`src/common/ipd_regs.svh`:
```
`ifndef IPD_REGS_SVH
`define IPD_REGS_SVH

// Prefix byte that selects the second opcode page
`define IPD_PAGE2_PREFIX    8'h18

// Base register selector codes
`define IPD_SEL_X           2'h0
`define IPD_SEL_Y           2'h1
`define IPD_SEL_SP          2'h2
`define IPD_SEL_PC          2'h3

// Accumulator selector codes in the 111rr1aa form
`define IPD_ACC_A           2'h0
`define IPD_ACC_B           2'h1
`define IPD_ACC_D           2'h2
`define IPD_ACC_D_IND       2'h3

// Postbyte field positions
`define IPD_XB_LONG_BIT     5
`define IPD_XB_LONG_TAG     3'h7
`define IPD_XB_ACC_BIT      2
`define IPD_XB_SIZE_BIT     1
`define IPD_XB_SIGN_BIT     0
`define IPD_XB_POST_BIT     4
`define IPD_XB_NEG_BIT      3

// Extension byte counts
`define IPD_EXT_NONE        2'h0
`define IPD_EXT_ONE         2'h1
`define IPD_EXT_TWO         2'h2

// Reset values
`define IPD_RST_BYTE        8'h00
`define IPD_RST_WORD        16'h0000

`endif

```
`src/common/ipd_pkg.sv`:
```
`default_nettype none

package ipd_pkg;

    // Decoder sequencer states, one-hot
    typedef enum logic [4:0] {
        st_opcode   = 5'h01,
        st_postbyte = 5'h02,
        st_ext      = 5'h04,
        st_add      = 5'h08,
        st_ptr      = 5'h10
    } ipd_state_type;

    // Opcode map answer for the byte in opcode position
    typedef enum logic [1:0] {
        op_plain    = 2'h0,
        op_indexed  = 2'h1,
        op_postbyte = 2'h2,
        op_reserved = 2'h3
    } ipd_op_class_type;

    // Source of the indexed offset
    typedef enum logic [1:0] {
        off_none  = 2'h0,
        off_const = 2'h1,
        off_accum = 2'h2,
        off_step  = 2'h3
    } ipd_off_kind_type;

    // Indexed addressing form
    typedef enum logic [2:0] {
        mode_none             = 3'h0,
        indexed_short_mode    = 3'h1,
        indexed_one_ext_mode  = 3'h2,
        indexed_two_ext_mode  = 3'h3,
        two_ext_indirect_mode = 3'h4,
        accum_d_indirect_mode = 3'h5
    } ipd_mode_type;

    // Whole state of the decoder
    typedef struct packed {
        ipd_state_type    state;
        logic             ready;
        logic             page2_pend;
        logic             page2;
        logic [7:0]       opcode;
        logic [7:0]       postbyte;
        logic             is_idx;
        logic [1:0]       ext_left;
        logic [1:0]       ext_total;
        logic [15:0]      ext_word;
        ipd_off_kind_type kind;
        ipd_mode_type     mode;
        logic [1:0]       base_sel;
        logic [1:0]       acc_sel;
        logic [15:0]      base_val;
        logic [15:0]      off_val;
        logic             step_en;
        logic             step_post;
        logic [15:0]      step_amt;
        logic             indirect;
        logic [15:0]      ea;
        logic             ptr_req;
        logic [15:0]      operand;
        logic             done;
    } ipd_core_type;

endpackage : ipd_pkg

`default_nettype wire

```
`src/rtl/ipd_ea_adder.sv`:
```
`default_nettype none

// Address adder; the sum wraps at the word width
module ipd_ea_adder #(
    parameter int WIDTH = 16
) (
    input  wire logic [WIDTH-1:0] i_base,
    input  wire logic [WIDTH-1:0] i_offset,
    output logic      [WIDTH-1:0] o_sum
);

    // Carry out is dropped on purpose: modulo arithmetic
    assign o_sum = i_base + i_offset;

endmodule : ipd_ea_adder

`default_nettype wire

```
`src/rtl/ipd_decoder.sv`:
```
// Overview of operation
// - Indexed instruction is opcode, one postbyte, then zero to two extension bytes.
// - Postbyte rr0nnnnn gives signed 5-bit offset -16..+15, no extension.
// - Selector picks X, Y, stack pointer or program counter as base.
// - Postbyte 111rr0zs: size 0 is 9-bit one byte, 1 is 16-bit two bytes.
// - Nine-bit offset takes sign from postbyte bit 0, low byte from extension.
// - Postbyte 111rr011 is 16-bit offset indirect with two extension bytes.
// - Postbyte rr1pnnnn auto-steps base; p=0 pre, 1 post; step -8..-1, +1..+8.
// - Auto-step base is X, Y or stack pointer only, never program counter.
// - Postbyte 111rr1aa: 00 is A, 01 is B, 10 is D, all unsigned.
// - Postbyte 111rr111 adds D to base to locate pointer, no extension.
// - Each opcode names instruction and addressing mode together.
// - Prefix 18 in opcode position selects second page for next byte.
// - Accept postbytes and address, offset or immediate extension bytes.
// - Effective address is base register plus selected offset.
// - Indirect forms fetch a 16-bit pointer that becomes the operand address.

`include "ipd_regs.svh"

`default_nettype none

module ipd_decoder (
    input  wire logic                      i_core_clk,
    input  wire logic                      i_nrst,
    // Byte stream from the fetch queue
    input  wire logic                      i_byte_valid,
    input  wire logic [7:0]                i_byte,
    output logic                           o_byte_ready,
    // Opcode map answer for i_byte while o_at_opcode is high
    output logic                           o_at_opcode,
    output logic                           o_page2_pend,
    input  wire ipd_pkg::ipd_op_class_type i_op_class,
    input  wire logic [1:0]                i_op_ext_cnt,
    // Core register file
    input  wire logic [15:0]               i_reg_x,
    input  wire logic [15:0]               i_reg_y,
    input  wire logic [15:0]               i_reg_sp,
    input  wire logic [15:0]               i_reg_pc,
    input  wire logic [7:0]                i_acc_a,
    input  wire logic [7:0]                i_acc_b,
    // Pointer fetch for indirect forms
    output logic                           o_ptr_req,
    output logic [15:0]                    o_ptr_addr,
    input  wire logic                      i_ptr_valid,
    input  wire logic [15:0]               i_ptr_data,
    // Decoded instruction, valid with o_done
    output logic                           o_done,
    output logic                           o_page2,
    output logic [7:0]                     o_opcode,
    output logic [7:0]                     o_postbyte,
    output logic                           o_is_indexed,
    output logic [1:0]                     o_ext_count,
    output logic [15:0]                    o_ext_word,
    output ipd_pkg::ipd_off_kind_type      o_off_kind,
    output ipd_pkg::ipd_mode_type          o_mode,
    output logic [1:0]                     o_base_sel,
    output logic [1:0]                     o_acc_sel,
    output logic                           o_indirect,
    output logic                           o_step_en,
    output logic                           o_step_post,
    output logic [15:0]                    o_step_amt,
    output logic [15:0]                    o_ea,
    output logic [15:0]                    o_operand_addr
);

    import ipd_pkg::*;

    ////////////////////////////////////////////////////////////////////////////
    // State and adder

    ipd_core_type s;
    ipd_core_type next_s;
    logic         take;
    logic [15:0]  sum;

    // Byte handshake
    assign take = i_byte_valid & s.ready;

    // Base plus offset, computed one cycle after operands are latched
    ipd_ea_adder #(
        .WIDTH    (16)
    ) u_adder (
        .i_base   (s.base_val),
        .i_offset (s.off_val),
        .o_sum    (sum)
    );

    ////////////////////////////////////////////////////////////////////////////
    // Helpers

    // Value of the selected base register
    function automatic logic [15:0] base_of(input logic [1:0] sel);
        logic [15:0] v;
        v = i_reg_pc;
        unique case (sel)
            `IPD_SEL_X:  v = i_reg_x;
            `IPD_SEL_Y:  v = i_reg_y;
            `IPD_SEL_SP: v = i_reg_sp;
            `IPD_SEL_PC: v = i_reg_pc;
        endcase
        return v;
    endfunction : base_of

    ////////////////////////////////////////////////////////////////////////////
    // Next-state logic

    always_comb begin
        next_s      = s;
        next_s.done = 1'b0;
        unique case (s.state)
            st_opcode: begin
                if (take) begin
                    if ((i_byte == `IPD_PAGE2_PREFIX) && !s.page2_pend) begin
                        // Prefix only arms the page; a second prefix is an opcode
                        next_s.page2_pend = 1'b1;
                    end else begin
                        next_s.opcode     = i_byte;
                        next_s.page2      = s.page2_pend;
                        next_s.page2_pend = 1'b0;
                        next_s.postbyte   = `IPD_RST_BYTE;
                        next_s.ext_word   = `IPD_RST_WORD;
                        next_s.kind       = off_none;
                        next_s.mode       = mode_none;
                        next_s.base_sel   = `IPD_SEL_X;
                        next_s.acc_sel    = `IPD_ACC_A;
                        next_s.step_en    = 1'b0;
                        next_s.step_post  = 1'b0;
                        next_s.step_amt   = `IPD_RST_WORD;
                        next_s.indirect   = 1'b0;
                        next_s.ea         = `IPD_RST_WORD;
                        next_s.operand    = `IPD_RST_WORD;
                        next_s.ext_left   = i_op_ext_cnt;
                        next_s.ext_total  = i_op_ext_cnt;
                        next_s.is_idx     = (i_op_class == op_indexed);
                        if (i_op_class == op_indexed || i_op_class == op_postbyte) begin
                            next_s.state = st_postbyte;
                        end else if (i_op_ext_cnt != `IPD_EXT_NONE) begin
                            next_s.state = st_ext;
                        end else begin
                            next_s.done = 1'b1;
                        end
                    end
                end
            end
            st_postbyte: begin
                if (take) begin
                    next_s.postbyte = i_byte;
                    if (!s.is_idx) begin
                        // Transfer, exchange or loop postbyte
                        if (s.ext_left == `IPD_EXT_NONE) begin
                            next_s.state = st_opcode;
                            next_s.done  = 1'b1;
                        end else begin
                            next_s.state = st_ext;
                        end
                    end else if (!i_byte[`IPD_XB_LONG_BIT]) begin
                        // Short constant offset held in the postbyte
                        next_s.base_sel  = i_byte[7:6];
                        next_s.base_val  = base_of(i_byte[7:6]);
                        next_s.off_val   = {{11{i_byte[4]}}, i_byte[4:0]};
                        next_s.kind      = off_const;
                        next_s.mode      = indexed_short_mode;
                        next_s.ext_left  = `IPD_EXT_NONE;
                        next_s.ext_total = `IPD_EXT_NONE;
                        next_s.state     = st_add;
                    end else if (i_byte[7:5] != `IPD_XB_LONG_TAG) begin
                        // Auto step; selector 11 lands in the long forms, so no PC here
                        next_s.base_sel  = i_byte[7:6];
                        next_s.base_val  = base_of(i_byte[7:6]);
                        next_s.step_en   = 1'b1;
                        next_s.step_post = i_byte[`IPD_XB_POST_BIT];
                        if (i_byte[`IPD_XB_NEG_BIT]) begin
                            next_s.step_amt = {{12{1'b1}}, i_byte[3:0]};
                        end else begin
                            next_s.step_amt = {12'h000, i_byte[3:0]} + 16'h0001;
                        end
                        // Pre-step addresses the stepped value, post-step the old one
                        if (i_byte[`IPD_XB_POST_BIT]) begin
                            next_s.off_val = `IPD_RST_WORD;
                        end else if (i_byte[`IPD_XB_NEG_BIT]) begin
                            next_s.off_val = {{12{1'b1}}, i_byte[3:0]};
                        end else begin
                            next_s.off_val = {12'h000, i_byte[3:0]} + 16'h0001;
                        end
                        next_s.kind      = off_step;
                        next_s.mode      = indexed_short_mode;
                        next_s.ext_left  = `IPD_EXT_NONE;
                        next_s.ext_total = `IPD_EXT_NONE;
                        next_s.state     = st_add;
                    end else if (!i_byte[`IPD_XB_ACC_BIT]) begin
                        // Long constant offset from extension bytes
                        next_s.base_sel = i_byte[4:3];
                        next_s.kind     = off_const;
                        next_s.state    = st_ext;
                        if (!i_byte[`IPD_XB_SIZE_BIT]) begin
                            next_s.mode      = indexed_one_ext_mode;
                            next_s.ext_left  = `IPD_EXT_ONE;
                            next_s.ext_total = `IPD_EXT_ONE;
                        end else begin
                            next_s.ext_left  = `IPD_EXT_TWO;
                            next_s.ext_total = `IPD_EXT_TWO;
                            next_s.indirect  = i_byte[`IPD_XB_SIGN_BIT];
                            next_s.mode      = i_byte[`IPD_XB_SIGN_BIT] ? two_ext_indirect_mode
                                                                        : indexed_two_ext_mode;
                        end
                    end else begin
                        // Accumulator offset, unsigned
                        next_s.base_sel  = i_byte[4:3];
                        next_s.base_val  = base_of(i_byte[4:3]);
                        next_s.acc_sel   = i_byte[1:0];
                        next_s.kind      = off_accum;
                        next_s.mode      = indexed_short_mode;
                        next_s.ext_left  = `IPD_EXT_NONE;
                        next_s.ext_total = `IPD_EXT_NONE;
                        next_s.state     = st_add;
                        unique case (i_byte[1:0])
                            `IPD_ACC_A: next_s.off_val = {8'h00, i_acc_a};
                            `IPD_ACC_B: next_s.off_val = {8'h00, i_acc_b};
                            `IPD_ACC_D: next_s.off_val = {i_acc_a, i_acc_b};
                            `IPD_ACC_D_IND: begin
                                next_s.off_val  = {i_acc_a, i_acc_b};
                                next_s.indirect = 1'b1;
                                next_s.mode     = accum_d_indirect_mode;
                            end
                        endcase
                    end
                end
            end
            st_ext: begin
                if (take) begin
                    // First byte is the high byte of a word
                    next_s.ext_word = {s.ext_word[7:0], i_byte};
                    next_s.ext_left = s.ext_left - 2'h1;
                    if (s.ext_left == `IPD_EXT_ONE) begin
                        if (s.is_idx) begin
                            next_s.base_val = base_of(s.base_sel);
                            next_s.state    = st_add;
                            if (s.mode == indexed_one_ext_mode) begin
                                // Sign from the postbyte, low bits from the extension
                                next_s.off_val = {{8{s.postbyte[`IPD_XB_SIGN_BIT]}}, i_byte};
                            end else begin
                                next_s.off_val = {s.ext_word[7:0], i_byte};
                            end
                        end else begin
                            next_s.state = st_opcode;
                            next_s.done  = 1'b1;
                        end
                    end
                end
            end
            st_add: begin
                // Wrapping add of base and offset
                next_s.ea = sum;
                if (s.indirect) begin
                    next_s.ptr_req = 1'b1;
                    next_s.state   = st_ptr;
                end else begin
                    next_s.operand = sum;
                    next_s.done    = 1'b1;
                    next_s.state   = st_opcode;
                end
            end
            st_ptr: begin
                // Fetched pointer becomes the operand address
                if (i_ptr_valid) begin
                    next_s.operand = i_ptr_data;
                    next_s.ptr_req = 1'b0;
                    next_s.done    = 1'b1;
                    next_s.state   = st_opcode;
                end
            end
        endcase
        // Bytes are held off while the address is being formed
        next_s.ready = (next_s.state != st_add) && (next_s.state != st_ptr);
    end

    ////////////////////////////////////////////////////////////////////////////
    // State register

    always_ff @(posedge i_core_clk or negedge i_nrst) begin
        if (!i_nrst) begin
            s            <= '0;
            s.state      <= st_opcode;
            s.ready      <= 1'b1;
            s.kind       <= off_none;
            s.mode       <= mode_none;
        end else begin
            s <= next_s;
        end
    end

    ////////////////////////////////////////////////////////////////////////////
    // Outputs, all straight from the state register

    assign o_byte_ready   = s.ready;
    assign o_at_opcode    = s.state[0];
    assign o_page2_pend   = s.page2_pend;
    assign o_ptr_req      = s.ptr_req;
    assign o_ptr_addr     = s.ea;
    assign o_done         = s.done;
    assign o_page2        = s.page2;
    assign o_opcode       = s.opcode;
    assign o_postbyte     = s.postbyte;
    assign o_is_indexed   = s.is_idx;
    assign o_ext_count    = s.ext_total;
    assign o_ext_word     = s.ext_word;
    assign o_off_kind     = s.kind;
    assign o_mode         = s.mode;
    assign o_base_sel     = s.base_sel;
    assign o_acc_sel      = s.acc_sel;
    assign o_indirect     = s.indirect;
    assign o_step_en      = s.step_en;
    assign o_step_post    = s.step_post;
    assign o_step_amt     = s.step_amt;
    assign o_ea           = s.ea;
    assign o_operand_addr = s.operand;

endmodule : ipd_decoder

`default_nettype wire

```
`config.mk`:
```
export PLATFORM = sky130hd
export DESIGN_NAME = ipd_decoder
export DESIGN_NICKNAME = d
export VERILOG_FILES = /design/src/common/ipd_pkg.sv /design/src/rtl/ipd_ea_adder.sv /design/src/rtl/ipd_decoder.sv
export VERILOG_INCLUDE_DIRS = /design/src /design/src/common
export SDC_FILE = /design/constraint.sdc
export NUM_CORES = 1
export LEC_CHECK = 0
export BUFFER_PORTS_ARGS = -buffer_cell sky130_fd_sc_hd__clkbuf_2
export CELL_PAD_IN_SITES_DETAIL_PLACEMENT = 1
export CELL_PAD_IN_SITES_GLOBAL_PLACEMENT = 2
export CORE_ASPECT_RATIO = 0.9
export CORE_UTILIZATION = 36
export CTS_BUF_LIST = sky130_fd_sc_hd__clkbuf_2 sky130_fd_sc_hd__clkbuf_4 sky130_fd_sc_hd__clkbuf_8
export DETAILED_ROUTE_END_ITERATION = 6
export PLACE_DENSITY_LB_ADDON = 0.1
export SYNTH_ARGS = -nofsm -noshare
export SYNTH_HDL_FRONTEND = slang
export SYNTH_SLANG_ARGS = --single-unit
```
`constraint.sdc`:
```
create_clock -name i_core_clk -period 6.2 [get_ports i_core_clk]
set_clock_uncertainty 0.05 [all_clocks]
set_input_delay 0.31 -clock i_core_clk [delete_from_list [all_inputs] [get_ports i_core_clk]]
set_output_delay 0.31 -clock i_core_clk [all_outputs]
set_load 0.02 [all_outputs]
```
---- Yosys cells after proc, flatten, opt, wreduce, memory -nomap -nowiden ----
Index checks and enable logic that the tools add are counted.
word-level totals
  bits in registers ....................... 139
  input port bits ......................... 112
  output and inout bits ................... 117
  logic and storage cells ................. 185
cells by class
  add/sub/neg operators ................... 3
  eq/ne operators ......................... 42
  mux-type cells .......................... 83
  bitwise gates (word level) .............. 2
  reductions and logical operators ........ 31
operator list
  cell                  number
  $pmux W16 S4          3
  $mux W32              5
  $mux W60              2
  $pmux W16 S3          2
  $mux W38              2
  $mux W35              2
  $mux W16              4
  $pmux W16 S2          2
  $pmux W32 S2          1
  $mux W17              3
  $mux W5               10
  $mux W4               10
  $pmux W19 S2          1
  $mux W18              2
  $mux W34              1
  $ne A2 B2 Y1 const B  14
  $pmux W5 S5           1
  $mux W7               3
  $mux W19              1
  $eq A2 B2 Y1 const B  9
  $pmux W9 S2           1
  $add A16 B16 Y16      1
  $pmux W8 S2           1
  $mux W1               14
  other kinds (39)      66

---- Depth between registers and ports, before layout ----
  word-level depth ........................ 9
  mapped depth ............................ 10
  mapped depth without buffers ............ 9

---- Modules after synthesis ----
From an unflattened synthesis, not the netlist that was laid out.
unflattened totals
  cells, all modules ...................... 926
  area, all modules ....................... 9198.8 um^2
modules (own cells, without submodules)
  module        instances  cells an instance  area an instance (um^2)  seq. area each (um^2)
  ipd_decoder   1          822                8389.3                   3230.6
  ipd_ea_adder  1          104                809.5                    0.0

---- Worst setup path before layout ----
Ideal clock, no wire load.
  path kind ............................... flip-flop to flip-flop
  start ................................... reg s, in the netlist o_at_opcode
  end ..................................... reg s, in the netlist o_byte_ready
  setup time .............................. 0.094 ns
  data arrival time ....................... 2.119 ns
  data required time ...................... 6.056 ns
  slack ................................... 3.936 ns
  cell stages (with the launch flop) ...... 9
  path buffers ............................ 2
  clock period less this slack ............ 2.264 ns
  cell sequence ........................... dfstp_2 > buf_4 > nor3_2 > and2_1 > buf_6 > a22o_1 > a211oi_2 > mux2i_1 > or4_1
RTL lines
  element                 line                text
  from (decl)             ipd_decoder.sv:71   ipd_core_type s;
  from (signal assigned)  ipd_decoder.sv:288  s <= next_s;

---- Final worst setup path ----
  start ................................... reg s[136] (netlist name)
  end ..................................... reg s[54] (netlist name)
on the way
  longest elaborated chain between the ends .. 3
  elaborated cells on any way between the ends .. 11
  those cells by class .................... eq/ne: 8; mux: 1; reduce/logical: 2
ends and longest elaborated chain
  element                                               line                text
  $eq A5 B2 Y1 / $eq A5 B3 Y1 (equally long branches)   ipd_decoder.sv:110  unique case (s.state)
  $ne A4 B4 Y1 (no line), or another cell as far along  -
  $reduce_and A7 Y1 (no line)                           -
Several ways; a longest one is shown, not always the timed one.
A chain may end at the register's enable or synchronous reset.

==> out/qor.csv <==
stage,metric,value,unit
min_path,holdPathStages,2,
floorplanning,fp-row-count,54,
pwr,power_switching,1.943,mW
min_path,min_from,i_ptr_data[4],
detailed_routing,routed_wl,28740,um
grt,overflow,0,
sta,post-route-min-period,3.102,ns
synth,synthCells,950,
synth,yosys_register_bits,129,
synth,synth_area_leaders,"dfrtp_1, buf_4, mux4_2",
synth,synth_top_area_cell,dfrtp_1,
pwr,vdd_drop_max,160.9,uV
detailed_routing,viasPerCell,5.524,
synth,yosysWarnings,0,
floorplanning,io_pins,229,
synth,synth_top_area_share,0.3561,
layout,drive_gt1_frac,0.3140,
synth,synthArstFlopShare,1.000,
detailed_routing,drt_iter0_drc,444,
layout,final_cell_area,9871,um2
clocking,h-tree-depth,4,
placement,gp_congestion,0.7986,
synth,synth_edf_count,0,
worst_setup_path,worst_setup_path_end_kind,flip-flop,
worst_setup_path,critical_path_cell_count,6,
clocking,cts_sinks,129,
sta,tns,0,ns
worst_setup_path,path_delay_family,simple AND/OR/NAND/NOR gates,
layout,multi_input_area,4567,um2
placement,place_area,9462,um2
layout,nNetsFinal,1177,
pwr,switching_share,0.4625,
pwr,p_int,2.258,mW
sta,rsz0062_at_grt,no,
status,status,"complete, no violations",
layout,area_growth,10.60,%
worst_setup_path,critPathArrivalTime,3.35,ns
synth,synthDistinctLibCells,71,
run,drv_cap,0,
detailed_routing,ant_nets,0,
clocking,clk_latency,0.45,ns
grt,grt_usage,0.2318,
sta,max-slew-margin-rel,0.2541,
sta,tightestPinTransition,1.115,ns
sta,drv_slew,0,
synth,synth-main-ff-cell,dfrtp_1,
synth,avgSynthCellArea,9.395,um2
worst_setup_path,r2r-start,s[136]$_DFF_PN0_,
floorplanning,initial_core_util,0.3679,
layout,final_cells,1359,
detailed_routing,routedWlPerCell,21.14,um
clocking,clockBufferDepth,2,
worst_setup_path,crit_path_cell_trace,nor3_2 -> nand2_1 -> o2bb2ai_1 -> nand2_2 -> a211oi_1 -> a21oi_1,
clocking,cts_setup_buffers,0,
synth,synth.net_count,1089,
placement,numPortBuffers,228,
clocking,cts.clk_slew.worst_paths,0.09,ns
worst_setup_path,cp_slowest_stage_delay,0.62,ns
pwr,leakage,4.686,nW
grt,antenna_found_initial,0,
pwr,power.density,425.6,nW/um2
grt,grt_pass1_wl,44550,um
detailed_routing,dr.pass1.iters,7,
worst_setup_path,reg2regPathDepth,6,
worst_setup_path,critPathLaunchType,flip-flop,
grt,grt_max_degree,74,
worst_setup_path,path_buf_inv,0,
clocking,cts_hold_buffers,1,
grt,grt_pass1_vias,7406,
sta,fin_crit_sh,0.5003,
floorplanning,dieArea,25430,um2
worst_setup_path,crit_path_max_fanout,64,
pwr,power_frac_seq,0.345,
clocking,cts-root-buf,clkbuf_8,
sta,max_freq,322.4,MHz
clocking,cts_tree,built,
layout,fillers,2872,
layout,antenna_cells,0,
worst_setup_path,path_class,reg2reg,
clocking,ctsResizeCount,0,
min_path,hold_path.class,in2reg,
detailed_routing,route.detailed.drc,0,
floorplanning,die_y,151.4,um
floorplanning,coreArea,24260,um2
placement,dp.cells,1326,
clocking,cts_buffers,17,
placement,dpl.hpwl,21390,um
sta,final_hold_viol_count,0,
sta,setup-violations-final,0,
detailed_routing,num_vias,7507,
worst_setup_path,cpMaxStageDelayCell,nand2_2,
layout,fin_util,0.4069,
pwr,pwr-share-clk,0.181,
pwr,combPwrFrac,0.474,
synth,synth_area,8925,um2
worst_setup_path,cp-startpoint,s[136]$_DFF_PN0_,
layout,regArea,3231,um2
worst_setup_path,critPathRequiredTime,6.44,ns
floorplanning,dieWidth,168.0,um
synth,ys_seq_area_frac,0.3620,
power by group through the flow:
stage	combinational (mW)	sequential (mW)	clock, mW
after floorplan	1.73	1.33	0
after global placement	1.97	1.46	0
after detailed placement	2.00	1.47	0
after CTS	2.01	1.45	0.781
after global routing	2.18	1.49	0.817
final	1.99	1.45	0.762
cells in the final DEF, fill, tap and decap left out, types with 17 or more instances in the layout:
cell,n
a22o_1,28
clkbuf_2,227
ha_1,26
nor3_1,21
mux4_2,32
nand2_1,112
o21ai_0,71
a21oi_1,56
mux2i_1,22
dfrtp_1,127
a2bb2oi_1,17
clkbuf_8,17
nor2_1,59
layout make-up:
cell class / count / area share
well taps: 308 / 0.03904
flip-flops and latches: 129 / 0.3273
repair buffers: 239 / 0.1249
multi-input cells: 636 / 0.4627
inverters: 15 / 0.005704
clock buffers: 19 / 0.02523
clock inverters: 13 / 0.01521
metrics by stage:
step	hold slack (ns)	setup slack, ns	total power [mW]
after detailed placement	0.3433	3.007	3.467
after global placement	0.3410	3.031	3.431
after global routing	0.009309	2.788	4.491
after CTS	0.007435	3.099	4.240
after floorplan	-0.03559	3.936	3.059
final	0.03255	3.098	4.201
routing by layer:
metal	part of all wire	wire length, um	track usage
met5	0	0	0
met4	0.0079	227	0.03899
met3	0.053	1509	0.04494
met2	0.42	12110	0.3363
met1	0.52	14890	0.3560
synth_stat cells (all sizes together) (7+ instances only):
| master | number |
|---|---|
| buf | 129 |
| dfrtp | 127 |
| nand2 | 113 |
| o21ai | 85 |
| nor2 | 61 |
| a21oi | 56 |
| clkbuf | 41 |
| mux4 | 32 |
| a22o | 28 |
| ha | 26 |
| mux2i | 22 |
| nor3 | 22 |
| a2bb2oi | 17 |
| a22oi | 16 |
| inv | 15 |
| a211oi | 14 |
| o22ai | 12 |
| a21o | 10 |
| o31ai | 9 |
| xor2 | 9 |
| nand2b | 8 |
| nand3 | 8 |
| mux2 | 7 |
logic make-up (layout without fill, tap and decap cells):
family,count (synthesis),after routing,share of synthesized area
fa+ha+maj,27,27,0.03869
compound gates,284,284,0.2131
buf+inv,185,286,0.1266
simple gates,249,249,0.1307
mux,61,61,0.1143
xor+xnor,15,15,0.01472
flops,129,129,0.3620
sequential cells by signal, summed over array words and instances, names as in the netlist, 2 cells and up:
name	flops
o_acc_sel	2
o_base_sel	2
o_ea	16
o_ext_count	2
o_ext_word	16
o_mode	3
o_off_kind	2
o_opcode	8
o_operand_addr	16
o_postbyte	8
o_step_amt	6
s	38
final timing paths:
| kind | endpoint | slack [ns] |
|---|---|---|
| max | s[54]$_DFFE_PN0P_ | 3.10 |
| min | o_operand_addr[4]$_DFFE_PN0P_ | 0.03 |
| max reg2reg | s[54]$_DFFE_PN0P_ | 3.10 |
| min reg2reg | s[56]$_DFFE_PN0P_ | 0.44 |
| max in group asynchronous | o_indirect$_DFFE_PN0P_ | 4.47 |
| min in group asynchronous | o_ea[8]$_DFFE_PN0P_ | 0.38 |
worst register-to-register path, cell delays in order, from the launching register on:
cell       delay, ns
dfrtp_1         0.53
nor3_2          0.35
nand2_1         0.42
o2bb2ai_1       0.39
nand2_2         0.62
a211oi_1        0.50
a21oi_1         0.07
Power figures use the tool's default switching activity.
